===== src/core/fsc_pkg.sv =====
// Shared constants and types for the flash status pin configuration host
package fsc_pkg;

  // ----------------------------------------------------------------
  // Clock and pin timing
  // ----------------------------------------------------------------
  localparam int CLK_NS     = 8;
  localparam int ACCESS_NS  = 120;
  localparam int ACCESS_CYC = (ACCESS_NS + CLK_NS - 1) / CLK_NS;
  localparam int GAP_CYC    = 2;
  localparam int PULSE_NS   = 250;
  // Glitch floor: a quarter of the nominal pulse, so slow parts still count
  localparam int PULSE_MIN_CYC = (PULSE_NS / 4) / CLK_NS;

  // ----------------------------------------------------------------
  // Register byte offsets (Avalon word index is offset[3:2])
  // ----------------------------------------------------------------
  localparam logic [3:0] OFS_CTRL = 4'h0;
  localparam logic [3:0] OFS_STAT = 4'h4;
  localparam logic [3:0] OFS_IRQ  = 4'h8;
  localparam logic [3:0] OFS_MASK = 4'hC;

  // ----------------------------------------------------------------
  // Field positions
  // ----------------------------------------------------------------
  localparam int CTRL_GO_BIT   = 8;
  localparam int CTRL_RP_BIT   = 9;
  localparam int STAT_BUSY_BIT = 8;
  localparam int STAT_RB_BIT   = 9;
  localparam int STAT_MODE_LSB = 10;
  localparam int SR_PROG_ERR   = 4;
  localparam int SR_ERASE_ERR  = 5;
  localparam int SR_READY      = 7;
  localparam int IRQ_PULSE     = 0;
  localparam int IRQ_DONE      = 1;
  localparam int IRQ_ERR       = 2;
  localparam int IRQ_REFUSED   = 3;
  localparam int CODE_ERASE_BIT = 0;
  localparam int CODE_PROG_BIT  = 1;

  // ----------------------------------------------------------------
  // Reset values
  // ----------------------------------------------------------------
  localparam logic [7:0] CODE_RESET = 8'h00;
  localparam logic [1:0] MODE_LEVEL = 2'h0;
  localparam logic [3:0] IRQ_RESET  = 4'h0;

  // ----------------------------------------------------------------
  // Sequencer states
  // ----------------------------------------------------------------
  typedef enum logic [2:0] {
    S_IDLE,
    S_RS_W,
    S_RS_R,
    S_CFG_W,
    S_CODE_W,
    S_VS_W,
    S_VS_R,
    S_CLR_W
  } fsc_state_e;

endpackage


===== src/core/fsc_host.sv =====
// Host controller that configures and watches a flash status pin
//
// Chosen here: the address map and the Avalon-MM slave port.
`timescale 1ns/1ns
module fsc_host #(
  parameter logic [7:0] CONFIG_OPCODE = 8'hB8,
  parameter logic [7:0] RDSTAT_OPCODE = 8'h70,
  parameter logic [7:0] CLRSTAT_OPCODE = 8'h50
) (
  // Clock and reset
  input  wire logic        ref_clk,
  input  wire logic        reset_n,
  // Avalon-MM slave
  input  wire logic [1:0]  avs_address,
  input  wire logic        avs_read,
  input  wire logic        avs_write,
  input  wire logic [31:0] avs_writedata,
  input  wire logic [3:0]  avs_byteenable,
  output logic      [31:0] avs_readdata,
  output logic             avs_waitrequest,
  // Interrupt
  output logic             irq,
  // Flash pins
  output logic             flash_ce_n,
  output logic             flash_we_n,
  output logic             flash_oe_n,
  output logic [7:0]       flash_data_out,
  output logic             flash_data_oe,
  input  wire logic [7:0]  flash_data_in,
  output logic             reset_powerdown_n,
  input  wire logic        status_pin,
  // System
  output logic             hold_request
);

  localparam int CW = 8;

  typedef struct packed {
    fsc_pkg::fsc_state_e st;
    logic [CW-1:0]       cnt;
    logic [7:0]          code;
    logic [7:0]          sr;
    logic [1:0]          mode;
    logic                rp_assert;
    logic [3:0]          irq_st;
    logic [3:0]          irq_msk;
    logic                ack;
    logic [31:0]         rdata;
    logic                ce_n;
    logic                we_n;
    logic                oe_n;
    logic                doe;
    logic [7:0]          dout;
    logic                pin_prev;
    logic [CW-1:0]       low_cnt;
    logic                hold;
  } fsc_host_s;

  fsc_host_s r_reg;
  fsc_host_s r_next;
  logic [8:0] pin_sync;
  logic [7:0] data_s;
  logic       pin_s;

  // ----------------------------------------------------------------
  // Pin synchronisers
  // ----------------------------------------------------------------
  fsc_sync #(.WIDTH(9)) u_sync (
    .ref_clk  (ref_clk),
    .reset_n  (reset_n),
    .async_in ({~status_pin, flash_data_in}),
    .sync_out (pin_sync)
  );
  // Pin enters inverted so a cleared synchroniser reads as an idle high pin
  assign data_s = pin_sync[7:0];
  assign pin_s  = ~pin_sync[8];

  // ----------------------------------------------------------------
  // Next state
  // ----------------------------------------------------------------
  always_comb begin
    logic [3:0] set_irq;
    logic       go;
    logic       active;
    logic       wr_st;
    logic       step_end;
    set_irq  = '0;
    go       = 1'b0;
    active   = 1'b0;
    wr_st    = 1'b0;
    step_end = 1'b0;
    r_next   = r_reg;

    // Avalon slave: one wait cycle, answer on the second edge
    r_next.ack = (avs_read | avs_write) & ~r_reg.ack;
    if (avs_read && !r_reg.ack) begin
      r_next.rdata = '0;
      case (avs_address)
        fsc_pkg::OFS_CTRL[3:2]: begin
          r_next.rdata[7:0] = r_reg.code;
          r_next.rdata[fsc_pkg::CTRL_RP_BIT] = r_reg.rp_assert;
        end
        fsc_pkg::OFS_STAT[3:2]: begin
          r_next.rdata[7:0] = r_reg.sr;
          r_next.rdata[fsc_pkg::STAT_BUSY_BIT] = r_reg.st != fsc_pkg::S_IDLE;
          r_next.rdata[fsc_pkg::STAT_RB_BIT] = pin_s;
          r_next.rdata[fsc_pkg::STAT_MODE_LSB +: 2] = r_reg.mode;
        end
        fsc_pkg::OFS_IRQ[3:2]:  r_next.rdata[3:0] = r_reg.irq_st;
        fsc_pkg::OFS_MASK[3:2]: r_next.rdata[3:0] = r_reg.irq_msk;
        default:                r_next.rdata = '0;
      endcase
    end
    if (avs_write && r_reg.ack && avs_byteenable[0]) begin
      case (avs_address)
        fsc_pkg::OFS_CTRL[3:2]: begin
          r_next.code      = avs_writedata[7:0];
          r_next.rp_assert = avs_writedata[fsc_pkg::CTRL_RP_BIT];
          go               = avs_writedata[fsc_pkg::CTRL_GO_BIT];
        end
        fsc_pkg::OFS_MASK[3:2]: r_next.irq_msk = avs_writedata[3:0];
        default: ;
      endcase
    end

    // Sequencer: one flash bus cycle per non-idle state, repeated in S_VS_R until ready
    step_end = r_reg.cnt == CW'(fsc_pkg::ACCESS_CYC + fsc_pkg::GAP_CYC - 1);
    if (r_reg.st != fsc_pkg::S_IDLE) begin
      r_next.cnt = step_end ? '0 : r_reg.cnt + 1'b1;
    end
    if (r_reg.st != fsc_pkg::S_IDLE &&
        r_reg.cnt == CW'(fsc_pkg::ACCESS_CYC - 1) &&
        (r_reg.st == fsc_pkg::S_RS_R || r_reg.st == fsc_pkg::S_VS_R)) begin
      r_next.sr = data_s;
    end
    case (r_reg.st)
      fsc_pkg::S_IDLE: begin
        if (go && !r_reg.rp_assert) begin
          r_next.st  = fsc_pkg::S_RS_W;
          r_next.cnt = '0;
        end
      end
      fsc_pkg::S_RS_W:  if (step_end) r_next.st = fsc_pkg::S_RS_R;
      fsc_pkg::S_RS_R: begin
        if (step_end) begin
          if (r_reg.sr[fsc_pkg::SR_READY]) begin
            r_next.st = fsc_pkg::S_CFG_W;
          end else begin
            set_irq[fsc_pkg::IRQ_REFUSED] = 1'b1;
            r_next.st = fsc_pkg::S_IDLE;
          end
        end
      end
      fsc_pkg::S_CFG_W:  if (step_end) r_next.st = fsc_pkg::S_CODE_W;
      fsc_pkg::S_CODE_W: if (step_end) r_next.st = fsc_pkg::S_VS_W;
      fsc_pkg::S_VS_W:   if (step_end) r_next.st = fsc_pkg::S_VS_R;
      fsc_pkg::S_VS_R: begin
        // Poll until ready, then judge the outcome by the error bits
        if (step_end && r_reg.sr[fsc_pkg::SR_READY]) begin
          if (r_reg.sr[fsc_pkg::SR_PROG_ERR] &&
              r_reg.sr[fsc_pkg::SR_ERASE_ERR]) begin
            set_irq[fsc_pkg::IRQ_ERR] = 1'b1;
            r_next.st = fsc_pkg::S_CLR_W;
          end else begin
            r_next.mode = r_reg.code[1:0];
            set_irq[fsc_pkg::IRQ_DONE] = 1'b1;
            r_next.st = fsc_pkg::S_IDLE;
          end
        end
      end
      fsc_pkg::S_CLR_W: if (step_end) r_next.st = fsc_pkg::S_IDLE;
      default:          r_next.st = fsc_pkg::S_IDLE;
    endcase

    // Reset-powerdown aborts the sequence and restores level mode
    if (r_reg.rp_assert) begin
      r_next.st   = fsc_pkg::S_IDLE;
      r_next.cnt  = '0;
      r_next.mode = fsc_pkg::MODE_LEVEL;
    end

    // Pin drive, decoded from the next state so outputs are registered
    active = r_next.st != fsc_pkg::S_IDLE &&
             r_next.cnt < CW'(fsc_pkg::ACCESS_CYC);
    wr_st  = r_next.st != fsc_pkg::S_RS_R && r_next.st != fsc_pkg::S_VS_R;
    r_next.ce_n = ~active;
    r_next.we_n = ~(active & wr_st);
    r_next.oe_n = ~(active & ~wr_st);
    r_next.doe  = active & wr_st;
    case (r_next.st)
      fsc_pkg::S_CFG_W:  r_next.dout = CONFIG_OPCODE;
      fsc_pkg::S_CODE_W: r_next.dout = r_reg.code;
      fsc_pkg::S_CLR_W:  r_next.dout = CLRSTAT_OPCODE;
      default:           r_next.dout = RDSTAT_OPCODE;
    endcase

    // Status pin: level mode feeds hold, pulse modes raise events
    r_next.pin_prev = pin_s;
    if (pin_s) begin
      r_next.low_cnt = '0;
    end else if (r_reg.low_cnt != '1) begin
      r_next.low_cnt = r_reg.low_cnt + 1'b1;
    end
    if (r_reg.mode != fsc_pkg::MODE_LEVEL && pin_s && !r_reg.pin_prev &&
        r_reg.low_cnt >= CW'(fsc_pkg::PULSE_MIN_CYC)) begin
      set_irq[fsc_pkg::IRQ_PULSE] = 1'b1;
    end
    r_next.hold = r_reg.mode == fsc_pkg::MODE_LEVEL && !pin_s;

    // Sticky events: a set in the clearing cycle wins
    r_next.irq_st = r_reg.irq_st;
    if (avs_write && r_reg.ack && avs_byteenable[0] &&
        avs_address == fsc_pkg::OFS_IRQ[3:2]) begin
      r_next.irq_st = r_reg.irq_st & ~avs_writedata[3:0];
    end
    r_next.irq_st = r_next.irq_st | set_irq;
  end

  always_ff @(posedge ref_clk or negedge reset_n) begin
    if (!reset_n) begin
      r_reg          <= '0;
      r_reg.st       <= fsc_pkg::S_IDLE;
      r_reg.code     <= fsc_pkg::CODE_RESET;
      r_reg.mode     <= fsc_pkg::MODE_LEVEL;
      r_reg.irq_st   <= fsc_pkg::IRQ_RESET;
      r_reg.irq_msk  <= fsc_pkg::IRQ_RESET;
      r_reg.ce_n     <= 1'b1;
      r_reg.we_n     <= 1'b1;
      r_reg.oe_n     <= 1'b1;
      r_reg.pin_prev <= 1'b1;
    end else begin
      r_reg <= r_next;
    end
  end

  // ----------------------------------------------------------------
  // Outputs
  // ----------------------------------------------------------------
  assign avs_waitrequest   = (avs_read | avs_write) & ~r_reg.ack;
  assign avs_readdata      = r_reg.rdata;
  assign irq               = |(r_reg.irq_st & r_reg.irq_msk);
  assign flash_ce_n        = r_reg.ce_n;
  assign flash_we_n        = r_reg.we_n;
  assign flash_oe_n        = r_reg.oe_n;
  assign flash_data_out    = r_reg.dout;
  assign flash_data_oe     = r_reg.doe;
  assign reset_powerdown_n = ~r_reg.rp_assert;
  assign hold_request      = r_reg.hold;

endmodule


===== src/core/fsc_sync.sv =====
// Two flip-flop synchroniser for pin inputs
`timescale 1ns/1ns
module fsc_sync #(
  parameter int WIDTH = 1
) (
  // Clock and reset
  input  wire logic             ref_clk,
  input  wire logic             reset_n,
  // Data
  input  wire logic [WIDTH-1:0] async_in,
  output logic      [WIDTH-1:0] sync_out
);

  typedef struct packed {
    logic [WIDTH-1:0] stage1;
    logic [WIDTH-1:0] stage2;
  } fsc_sync_s;

  fsc_sync_s sync_reg;
  fsc_sync_s sync_next;

  always_comb begin
    sync_next        = sync_reg;
    sync_next.stage1 = async_in;
    sync_next.stage2 = sync_reg.stage1;
  end

  always_ff @(posedge ref_clk or negedge reset_n) begin
    if (!reset_n) begin
      sync_reg <= '0;
    end else begin
      sync_reg <= sync_next;
    end
  end

  assign sync_out = sync_reg.stage2;

endmodule


===== config.mk =====
export PLATFORM = sky130hd
export DESIGN_NAME = fsc_host
export DESIGN_NICKNAME = d
export VERILOG_FILES = /design/src/core/fsc_pkg.sv /design/src/core/fsc_host.sv /design/src/core/fsc_sync.sv
export SDC_FILE = /design/constraint.sdc
export NUM_CORES = 1
export LEC_CHECK = 0
export BUFFER_PORTS_ARGS = -buffer_cell sky130_fd_sc_hd__buf_2
export CELL_PAD_IN_SITES_DETAIL_PLACEMENT = 1
export CELL_PAD_IN_SITES_GLOBAL_PLACEMENT = 1
export CORE_ASPECT_RATIO = 1.1
export CORE_MARGIN = 2
export CORE_UTILIZATION = 30
export DETAILED_ROUTE_END_ITERATION = 16
export HOLD_SLACK_MARGIN = 0.03
export PLACE_DENSITY = 0.65
export SYNTH_ARGS = -nofsm -noshare
export SYNTH_HDL_FRONTEND = slang
export SYNTH_HIERARCHICAL = 1
export SYNTH_SLANG_ARGS = --single-unit
export TNS_END_PERCENT = 50

===== constraint.sdc =====
create_clock -name ref_clk -period 2.25 [get_ports ref_clk]
set_input_delay 0.675 -clock ref_clk [delete_from_list [all_inputs] [get_ports ref_clk]]
set_output_delay 0.675 -clock ref_clk [all_outputs]
set_load 0.005 [all_outputs]

==> flow_metrics.env, run 1 <==
export IMPL_ys_seq_elements=91
export IMPL_drive_gt1_frac=0.340
export IMPL_dp_cells=597
export IMPL_grt_pass1_vias=2924
export IMPL_wl_per_cell_um=14.8
export IMPL_grt_first_pass_wirelength_mm=15.0
export IMPL_cts_sinks=91
export IMPL_via_per_inst=4.47
export IMPL_ys_warn_count=6
export IMPL_fin_setup_tns_ns=0
export IMPL_insertedDiodeCount=0
export IMPL_core_area_um2=13700
export IMPL_p_leak_nw=2.39
export IMPL_cts_path_max_buffers=2
export IMPL_r2r_cells=9
export IMPL_power_frac_clock=0.432
export IMPL_overflow=0
export IMPL_combPwrFrac=0.097
export IMPL_hold_class="in -> async"
export IMPL_rows=45
export IMPL_finalCritPeriodShare=0.949
export IMPL_ir_worst_vdd_mv=0.341
export IMPL_die_h_um=128
export IMPL_final_nets=476
export IMPL_dp_hpwl_mm=6.82
export IMPL_final_cells=614
export IMPL_worstMarginPinSlew_ns=0.551
export IMPL_pin_count=99
export IMPL_postCtsHoldBufs=0
export IMPL_htreeDepth=3
export IMPL_synth_edf_count=0
export IMPL_ys_seq_area_frac=0.544
export IMPL_synthCells=361
export IMPL_vias=2743
export IMPL_drv_slew=0
export IMPL_cap_violations=0
export IMPL_clk_latency_ns=0.35
export IMPL_fmax_ghz=0.468
export IMPL_start_util=0.306
export IMPL_final_common_cell="dfrtp_1"
export IMPL_cts_tree="yes"
export IMPL_power_density_nw_per_um2=793
export IMPL_clock_skew_ns=0.0104
export IMPL_seq_power_share=0.471
export IMPL_place_ws_ns=0.0217
export IMPL_start_kind="flop"
export IMPL_syn_area_um2=4200
export IMPL_place_gp_congestion=0.778
export IMPL_track_usage=0.131
export IMPL_hold_viol=0
export IMPL_largest_reg_flops=48
export IMPL_ys_types=61
export IMPL_synth_main_ff_cell="dfrtp_1"
export IMPL_cp_end_kind="flop"
export IMPL_cts_root_buf="clkbuf_16"
export IMPL_required_ns=2.49
export IMPL_finalSetupViolCount=0
export IMPL_timing_hold_ws_ns=0.319
export IMPL_p_sw_w=0.000900
export IMPL_final_cell_mix="dfrtp_1 (87), buf_2 (52), nand2_1 (31)"
export IMPL_antenna_found_initial=2
export IMPL_fin_ws_ns=0.115
export IMPL_drt_wl_total_mm=9.11
export IMPL_period_needed_ns=2.13
export IMPL_clk_pin_slew_ns=0.06
export IMPL_max_slew_margin=0.632
export IMPL_cp_data_arrival_time_ns=2.38
export IMPL_worst_setup_path_type="reg -> reg"
export IMPL_swShare=0.226
export IMPL_cell_internal_pwr_w=0.00309
export IMPL_status="finished, final reports clean"
export IMPL_synth_avg_cell_area_um2=11.6
export IMPL_ant_nets=0
export IMPL_dieArea_um2=15000
export IMPL_portBuffers=53
export IMPL_drt_pass1_iter_count=4
export IMPL_die_w_um=117
export IMPL_grt_max_degree=43
export IMPL_path_max_fanout=6
export IMPL_dr_first_iter_drc_count=122
export IMPL_async_flop_share=1.00
export IMPL_drc=0
export IMPL_cts_buffers=9
export IMPL_areaGrowthSynthToFinish_pct=19.9
layer usage:
metal / share of wire / track usage
met1: 0.44 / 0.169
met4: 0.020 / 0.0519
met2: 0.49 / 0.207
met3: 0.048 / 0.0388
met5: 0.0029 / 0
critical path: stages, from the launching register on:
cell and delay, ns:
dfrtp_1 0.37, inv_1 0.08, ha_1 0.16, nand4bb_1 0.19
or2_4 0.34, o311ai_2 0.24, o32a_4 0.22, buf_4 0.14
inv_2 0.05, o31ai_1 0.24
worst paths after layout:
path	startpoint	to	slack, ns
max in group asynchronous	reset_n	flash_oe_n	1.36
min in group ref_clk	u_sync/sync_next[5]	u_sync/sync_out[5]	0.35
max reg2reg	r_reg[82]	flash_ce_n	0.12
max	r_reg[82]	flash_ce_n	0.12
min	reset_n	u_sync/sync_next[6]	0.32
min reg2reg	u_sync/sync_next[5]	u_sync/sync_out[5]	0.35
kinds of logic (layout without fill, tap and decap cells):
kind of cell / count (synthesis) / after routing / synth area share
adder cells (fa/ha/maj): 4 / 4 / 0.0119
buffers and inverters: 64 / 110 / 0.0942
flip-flops: 91 / 91 / 0.544
AND/OR/NAND/NOR: 102 / 102 / 0.126
AO/OA/AOI/OAI: 50 / 50 / 0.0909
multiplexers: 36 / 36 / 0.105
XOR/XNOR: 13 / 13 / 0.0271
other: 1 / 20 / 0.000893
power groups by stage:
stage	registers (W)	clock network, W	logic [W]
2_1_floorplan	0.00186	0	0.000298
3_3_place_gp	0.00190	0	0.000383
3_5_place_dp	0.00191	0	0.000393
4_1_cts	0.00188	0.00177	0.000396
5_1_grt	0.00190	0.00186	0.000436
6_report	0.00188	0.00172	0.000387
area by class of cell:
type	count	area, um^2
fill	1538	8710
sequential	91	2280
multi-input combinational	225	1610
timing repair buffer	82	510
clock buffer	12	246
tap	188	235
clock inverter	4	98.8
inverter	12	45.0
cell usage after synthesis (2+ instances only):
cell | count | area (um^2)
a21o_1 | 6 | 45.0
nor2_1 | 25 | 93.8
nand2b_1 | 5 | 31.3
o21ai_0 | 10 | 50.1
xor2_1 | 5 | 43.8
nor3_1 | 7 | 35.0
o211a_1 | 2 | 20.0
o31ai_1 | 3 | 22.5
mux4_2 | 4 | 90.1
mux2_2 | 20 | 225
o21ai_1 | 4 | 20.0
mux2_1 | 5 | 56.3
xnor2_1 | 8 | 70.1
nand4_1 | 2 | 12.5
nor3b_1 | 2 | 15.0
buf_2 | 4 | 20.0
nand3_1 | 10 | 50.1
a22oi_1 | 2 | 15.0
and3_1 | 3 | 18.8
dfstp_2 | 4 | 105
a22o_1 | 3 | 26.3
mux2i_1 | 7 | 70.1
clkbuf_1 | 7 | 26.3
dfrtp_1 | 87 | 2180
buf_4 | 40 | 300
nand2_1 | 31 | 116
a31oi_1 | 2 | 12.5
ha_1 | 4 | 50.1
and2_1 | 3 | 18.8
inv_1 | 11 | 41.3
a21oi_1 | 5 | 25.0
through the flow:
| step | instance area [um^2] | total power (W) | util |
|---|---|---|---|
| 2_1_floorplan | 4270 | 0.00216 | - |
| 3_3_place_gp | 4660 | 0.00228 | 0.339 |
| 3_5_place_dp | 4660 | 0.00230 | 0.339 |
| 4_1_cts | 5010 | 0.00405 | 0.364 |
| 5_1_grt | 5030 | 0.00419 | 0.366 |
| 6_report | 5030 | 0.00399 | 0.366 |
timing repair:
action | 4_1_cts | 5_1_grt
gates resized for setup | 1 | 5
pin swaps | 0 | 3
setup endpoints to repair | 1 | 10
setup buffers | 0 | 1
No activity file was read; power rests on OpenSTA's default activity.
==> run 2, diff against run 1 <==
Settings changed: CORE_UTILIZATION 30 to 38, PLACE_DENSITY 0.65 to 0.79.
==> run 2 against run 1 <==
Global-route usage grew 3.0 points. First-iteration DRC count shrank 42%. Combinational power is essentially flat. Critical path depth shrank 3. Clock power is essentially flat. Sequential cell count is the same. Utilization grew 9.2 points.
==> flow_metrics.env, run 2 (synthesized netlist as in run 1, its figures left out) <==
export IMPL_final_common_cell="dfrtp_1"
export IMPL_grt_max_degree=44
export IMPL_dp_hpwl_mm=6.81
export IMPL_p_sw_w=0.000901
export IMPL_grt_first_pass_wirelength_mm=15.0
export IMPL_power_density_nw_per_um2=801
export IMPL_cts_buffers=9
export IMPL_path_max_fanout=8
export IMPL_cts_sinks=91
export IMPL_finalSetupViolCount=0
export IMPL_portBuffers=53
export IMPL_dr_first_iter_drc_count=71
export IMPL_drv_slew=0
export IMPL_cp_data_arrival_time_ns=2.42
export IMPL_max_slew_margin=0.636
export IMPL_via_per_inst=4.87
export IMPL_core_area_um2=10900
export IMPL_cap_violations=0
export IMPL_fill_cells=1184
export IMPL_track_usage=0.162
export IMPL_cts_tree="yes"
export IMPL_power_frac_clock=0.432
export IMPL_dp_cells=552
export IMPL_seqCellArea_um2=2280
export IMPL_final_cells=571
export IMPL_drt_wl_total_mm=9.15
export IMPL_drt_pass1_iter_count=4
export IMPL_multiInputGateArea_um2=1640
export IMPL_vias=2781
export IMPL_fmax_ghz=0.456
export IMPL_dieArea_um2=11900
export IMPL_finalCritPeriodShare=0.974
export IMPL_critPathSlowestCell="dfrtp_1"
export IMPL_ir_worst_vdd_mv=0.319
export IMPL_clk_latency_ns=0.34
export IMPL_cell_internal_pwr_w=0.00309
export IMPL_worstPathCellList="nand2b_1, nor2_1, o22ai_1, o32a_2, or3_4, o21a_1"
export IMPL_fin_ws_ns=0.0589
export IMPL_fin_setup_tns_ns=0
export IMPL_worstMarginPinSlew_ns=0.541
export IMPL_p_leak_nw=2.37
export IMPL_placedInstanceArea_um2=4560
export IMPL_die_h_um=114
export IMPL_drive_gt1_frac=0.331
export IMPL_cts_path_max_buffers=2
export IMPL_clock_skew_ns=0.00681
export IMPL_status="finished, final reports clean"
export IMPL_htreeDepth=3
export IMPL_drc=0
export IMPL_hold_viol=0
export IMPL_clk_pin_slew_ns=0.06
export IMPL_place_ws_ns=0.0286
export IMPL_start_kind="flop"
export IMPL_required_ns=2.48
export IMPL_seq_power_share=0.471
export IMPL_die_w_um=104
export IMPL_wl_per_cell_um=16.0
export IMPL_combPwrFrac=0.097
export IMPL_overflow=0
export IMPL_ant_nets=0
export IMPL_critPathMaxStageDelay_ns=0.48
export IMPL_swShare=0.226
export IMPL_hold_class="in -> async"
export IMPL_cts_root_buf="clkbuf_16"
export IMPL_antenna_found_initial=1
export IMPL_cp_end_kind="flop"
export IMPL_final_nets=473
export IMPL_start_util=0.387
export IMPL_worst_setup_path_type="reg -> reg"
export IMPL_period_needed_ns=2.19
export IMPL_areaGrowthSynthToFinish_pct=18.6
export IMPL_rows=40
export IMPL_grt_pass1_vias=2972
export IMPL_place_gp_congestion=0.856
export IMPL_pin_count=99
export IMPL_largest_reg_flops=48
export IMPL_final_cell_mix="dfrtp_1 (87), buf_2 (52), nand2_1 (31)"
export IMPL_timing_hold_ws_ns=0.261
export IMPL_finish_instance_area_um2=4980
run 2: metal layers:
metal  up-vias  part of all wire  GRT usage
li1       1304                 -          -
met1      1396              0.41      0.186
met2        67              0.52      0.285
met3        14             0.053     0.0427
met4         0             0.020     0.0730
met5         -                 0          0
run 2: final timing paths:
path / end / slack, ns / start / cells after the start
min in group ref_clk: u_sync/sync_out[8] / 0.35 / u_sync/sync_next[8] / 0
max in group asynchronous: r_reg[9] / 1.37 / reset_n / 2
max reg2reg: flash_data_out[6] / 0.06 / r_reg[90] / 6
max: flash_data_out[6] / 0.06 / r_reg[90] / 6
min: r_reg[89] / 0.26 / reset_n / 1
min reg2reg: u_sync/sync_out[8] / 0.35 / u_sync/sync_next[8] / 0
run 2: power groups by stage:
stage,combinational [W],clock [W],sequential [W]
2_1_floorplan,0.000298,0,0.00186
3_3_place_gp,0.000371,0,0.00190
3_5_place_dp,0.000384,0,0.00191
4_1_cts,0.000390,0.00176,0.00188
5_1_grt,0.000427,0.00183,0.00190
6_report,0.000386,0.00172,0.00188
run 2: stage by stage:
stage,util,power (W)
after global routing,0.458,0.00416
after global placement,0.420,0.00227
final,0.458,0.00399
after CTS,0.452,0.00403
after floorplan,-,0.00216
after detailed placement,0.420,0.00229
run 2: layout make-up:
| type | instances | share of cell area |
|---|---|---|
| inverter | 12 | 0.00905 |
| timing repair buffer | 79 | 0.0955 |
| clock inverter | 4 | 0.0199 |
| antenna | 1 | 0.000503 |
| clock buffer | 12 | 0.0495 |
| multi-input combinational | 225 | 0.330 |
| sequential | 91 | 0.458 |
| tap | 147 | 0.0369 |
run 2: what timing repair did:
item / in CTS / in global routing
hold buffers: 0 / 0
endpoints found under the setup margin: 0 / 11
setup buffers: 0 / 2
resized for setup: 0 / 7
run 2: worst max-delay path: cells and delay by family (launching register included):
family           cells  cell delay [ns]
AND/OR/NAND/NOR      3             0.93
AO/OA/AOI/OAI        3             0.67
flip-flops           1             0.48
==> run 3, diff against run 2 <==
Settings changed: CORE_MARGIN 2 to 4.
==> run 3 against run 2 <==
Cell count is 0.53% lower. Sequential cell count stayed put. Routed wire length is 4.6% higher. Via count is 2.4% higher. Utilization is 0.51 points higher. Non-clock buffer count is 2 higher. First-iteration DRC count is 11% higher. Clock power is 19% lower. Combinational power hardly changed. Largest cell class unchanged. Largest power group unchanged.
==> flow_metrics.env, run 3 (synthesized netlist as in run 1, its figures left out) <==
export IMPL_status="finished, final reports clean"
export IMPL_rows=39
export IMPL_via_per_inst=5.01
export IMPL_die_h_um=118
export IMPL_htreeDepth=3
export IMPL_cts_sinks=91
export IMPL_cts_path_max_buffers=2
export IMPL_dp_hpwl_mm=6.91
export IMPL_place_gp_congestion=0.825
export IMPL_areaGrowthSynthToFinish_pct=16.9
export IMPL_power_density_nw_per_um2=747
export IMPL_drive_gt1_frac=0.341
export IMPL_period_needed_ns=2.21
export IMPL_cp_end_kind="flop"
export IMPL_worstMarginPinSlew_ns=0.520
export IMPL_finalSetupViolCount=0
export IMPL_fmax_ghz=0.453
export IMPL_fill_cells=1186
export IMPL_worstPathCellList="inv_2, ha_1, nand4bb_1, nor2_2, o22ai_1, o32a_2, or3_4, o21a_1"
export IMPL_finalPower_w=0.00367
export IMPL_p_leak_nw=2.34
export IMPL_final_nets=475
export IMPL_ant_nets=0
export IMPL_drt_wl_total_mm=9.57
export IMPL_hold_viol=0
export IMPL_vias=2847
export IMPL_cap_violations=0
export IMPL_pin_count=99
export IMPL_grt_pass1_vias=3044
export IMPL_die_w_um=108
export IMPL_seqCellArea_um2=2280
export IMPL_final_cell_mix="dfrtp_1 (86), buf_2 (52), nand2_1 (31)"
export IMPL_utilization=0.464
export IMPL_insertedDiodeCount=0
export IMPL_critPathMaxStageDelay_ns=0.44
export IMPL_clock_skew_ns=0.00460
export IMPL_cts_root_buf="clkbuf_16"
export IMPL_required_ns=2.48
export IMPL_grt_first_pass_wirelength_mm=15.6
export IMPL_largest_reg_flops=48
export IMPL_wl_per_cell_um=16.9
export IMPL_r2r_cells=8
export IMPL_critPathSlowestCell="o32a_2"
export IMPL_hold_class="in -> async"
export IMPL_drt_pass1_iter_count=4
export IMPL_finalCritPeriodShare=0.981
export IMPL_postCtsHoldBufs=0
export IMPL_worst_setup_path_type="reg -> reg"
export IMPL_final_common_cell="dfrtp_1"
export IMPL_core_area_um2=10600
export IMPL_clk_latency_ns=0.35
export IMPL_track_usage=0.157
export IMPL_clk_pin_slew_ns=0.06
export IMPL_grt_max_degree=55
export IMPL_overflow=0
export IMPL_start_kind="flop"
export IMPL_dr_first_iter_drc_count=79
export IMPL_cts_buffers=9
export IMPL_portBuffers=53
export IMPL_cts_tree="yes"
export IMPL_start_util=0.396
export IMPL_multiInputGateArea_um2=1630
export IMPL_cp_data_arrival_time_ns=2.44
export IMPL_max_slew_margin=0.653
export IMPL_ir_worst_vdd_mv=0.352
export IMPL_dieArea_um2=12800
export IMPL_path_max_fanout=6
export IMPL_drc=0
export IMPL_drv_slew=0
export IMPL_antenna_found_initial=1
run 3: cell types whose count changed in the layout (fill, tap and decap cells not counted), sizes merged:
cell,before,now
bufinv,3,0
clkinvlp,0,2
diode,1,0
buf,79,81
clkinv,1,3
clkbuf,12,10
inv,12,13
run 3: layout make-up:
class,instances,area share
flip-flops and latches,91,0.465
clock inverters,6,0.0102
clock buffers,10,0.0466
inverters,12,0.00918
multi-input cells,225,0.332
repair buffers,81,0.101
well taps,143,0.0365
run 3: critical path: cells and delay by family, from the launching register on:
kind	cells	cell delay [ns]
compound gates	3	0.67
fa+ha+maj	1	0.15
buf+inv	1	0.09
flops	1	0.41
simple gates	3	0.77
run 3: final timing paths:
kind / startpoint / to / slack (ns)
setup / recovery: r_reg[82] / flash_data_out[6] / 0.04
hold / removal: reset_n / r_reg[85] / 0.18
setup reg to reg: r_reg[82] / flash_data_out[6] / 0.04
hold reg to reg: u_sync/sync_next[6] / u_sync/sync_out[6] / 0.35
max in group asynchronous: reset_n / flash_oe_n / 1.47
min in group ref_clk: u_sync/sync_next[6] / u_sync/sync_out[6] / 0.35
run 3: metrics by stage:
step,setup WS [ns],area [um^2],setup TNS (ns),cells,hold slack (ns)
finish,0.0438,4910,0,568,0.179
global route,-0.0319,4910,-0.0319,568,0.182
CTS,0.0305,4850,0,565,0.176
detailed placement,0.0303,4560,0,548,0.336
global placement,0.0279,4560,0,548,0.333
floorplan,0.0694,4270,0,380,0.331
run 3: where the power goes:
| group | internal [W] | total (W) | switching (W) | leakage, nW |
|---|---|---|---|---|
| combinational | 0.000198 | 0.000388 | 0.000189 | 1.05 |
| sequential | 0.00177 | 0.00188 | 0.000113 | 1.16 |
| clock | 0.000757 | 0.00140 | 0.000638 | 0.129 |
| total | 0.00273 | 0.00367 | 0.000940 | 2.34 |
run 3: routing by layer:
layer	up-vias	GRT usage	routed length [um]
li1	1312	-	-
met4	2	0.0805	260
met5	-	0	13
met2	74	0.271	5050
met1	1438	0.186	3840
met3	21	0.0273	412
run 3: what timing repair did:
| item | in CTS | in global routing |
|---|---|---|
| gates cloned | 0 | 0 |
| resized for setup | 2 | 7 |
| pin swaps | 2 | 7 |
| endpoints found under the setup margin | 1 | 12 |
| buffers inserted | 1 | 3 |
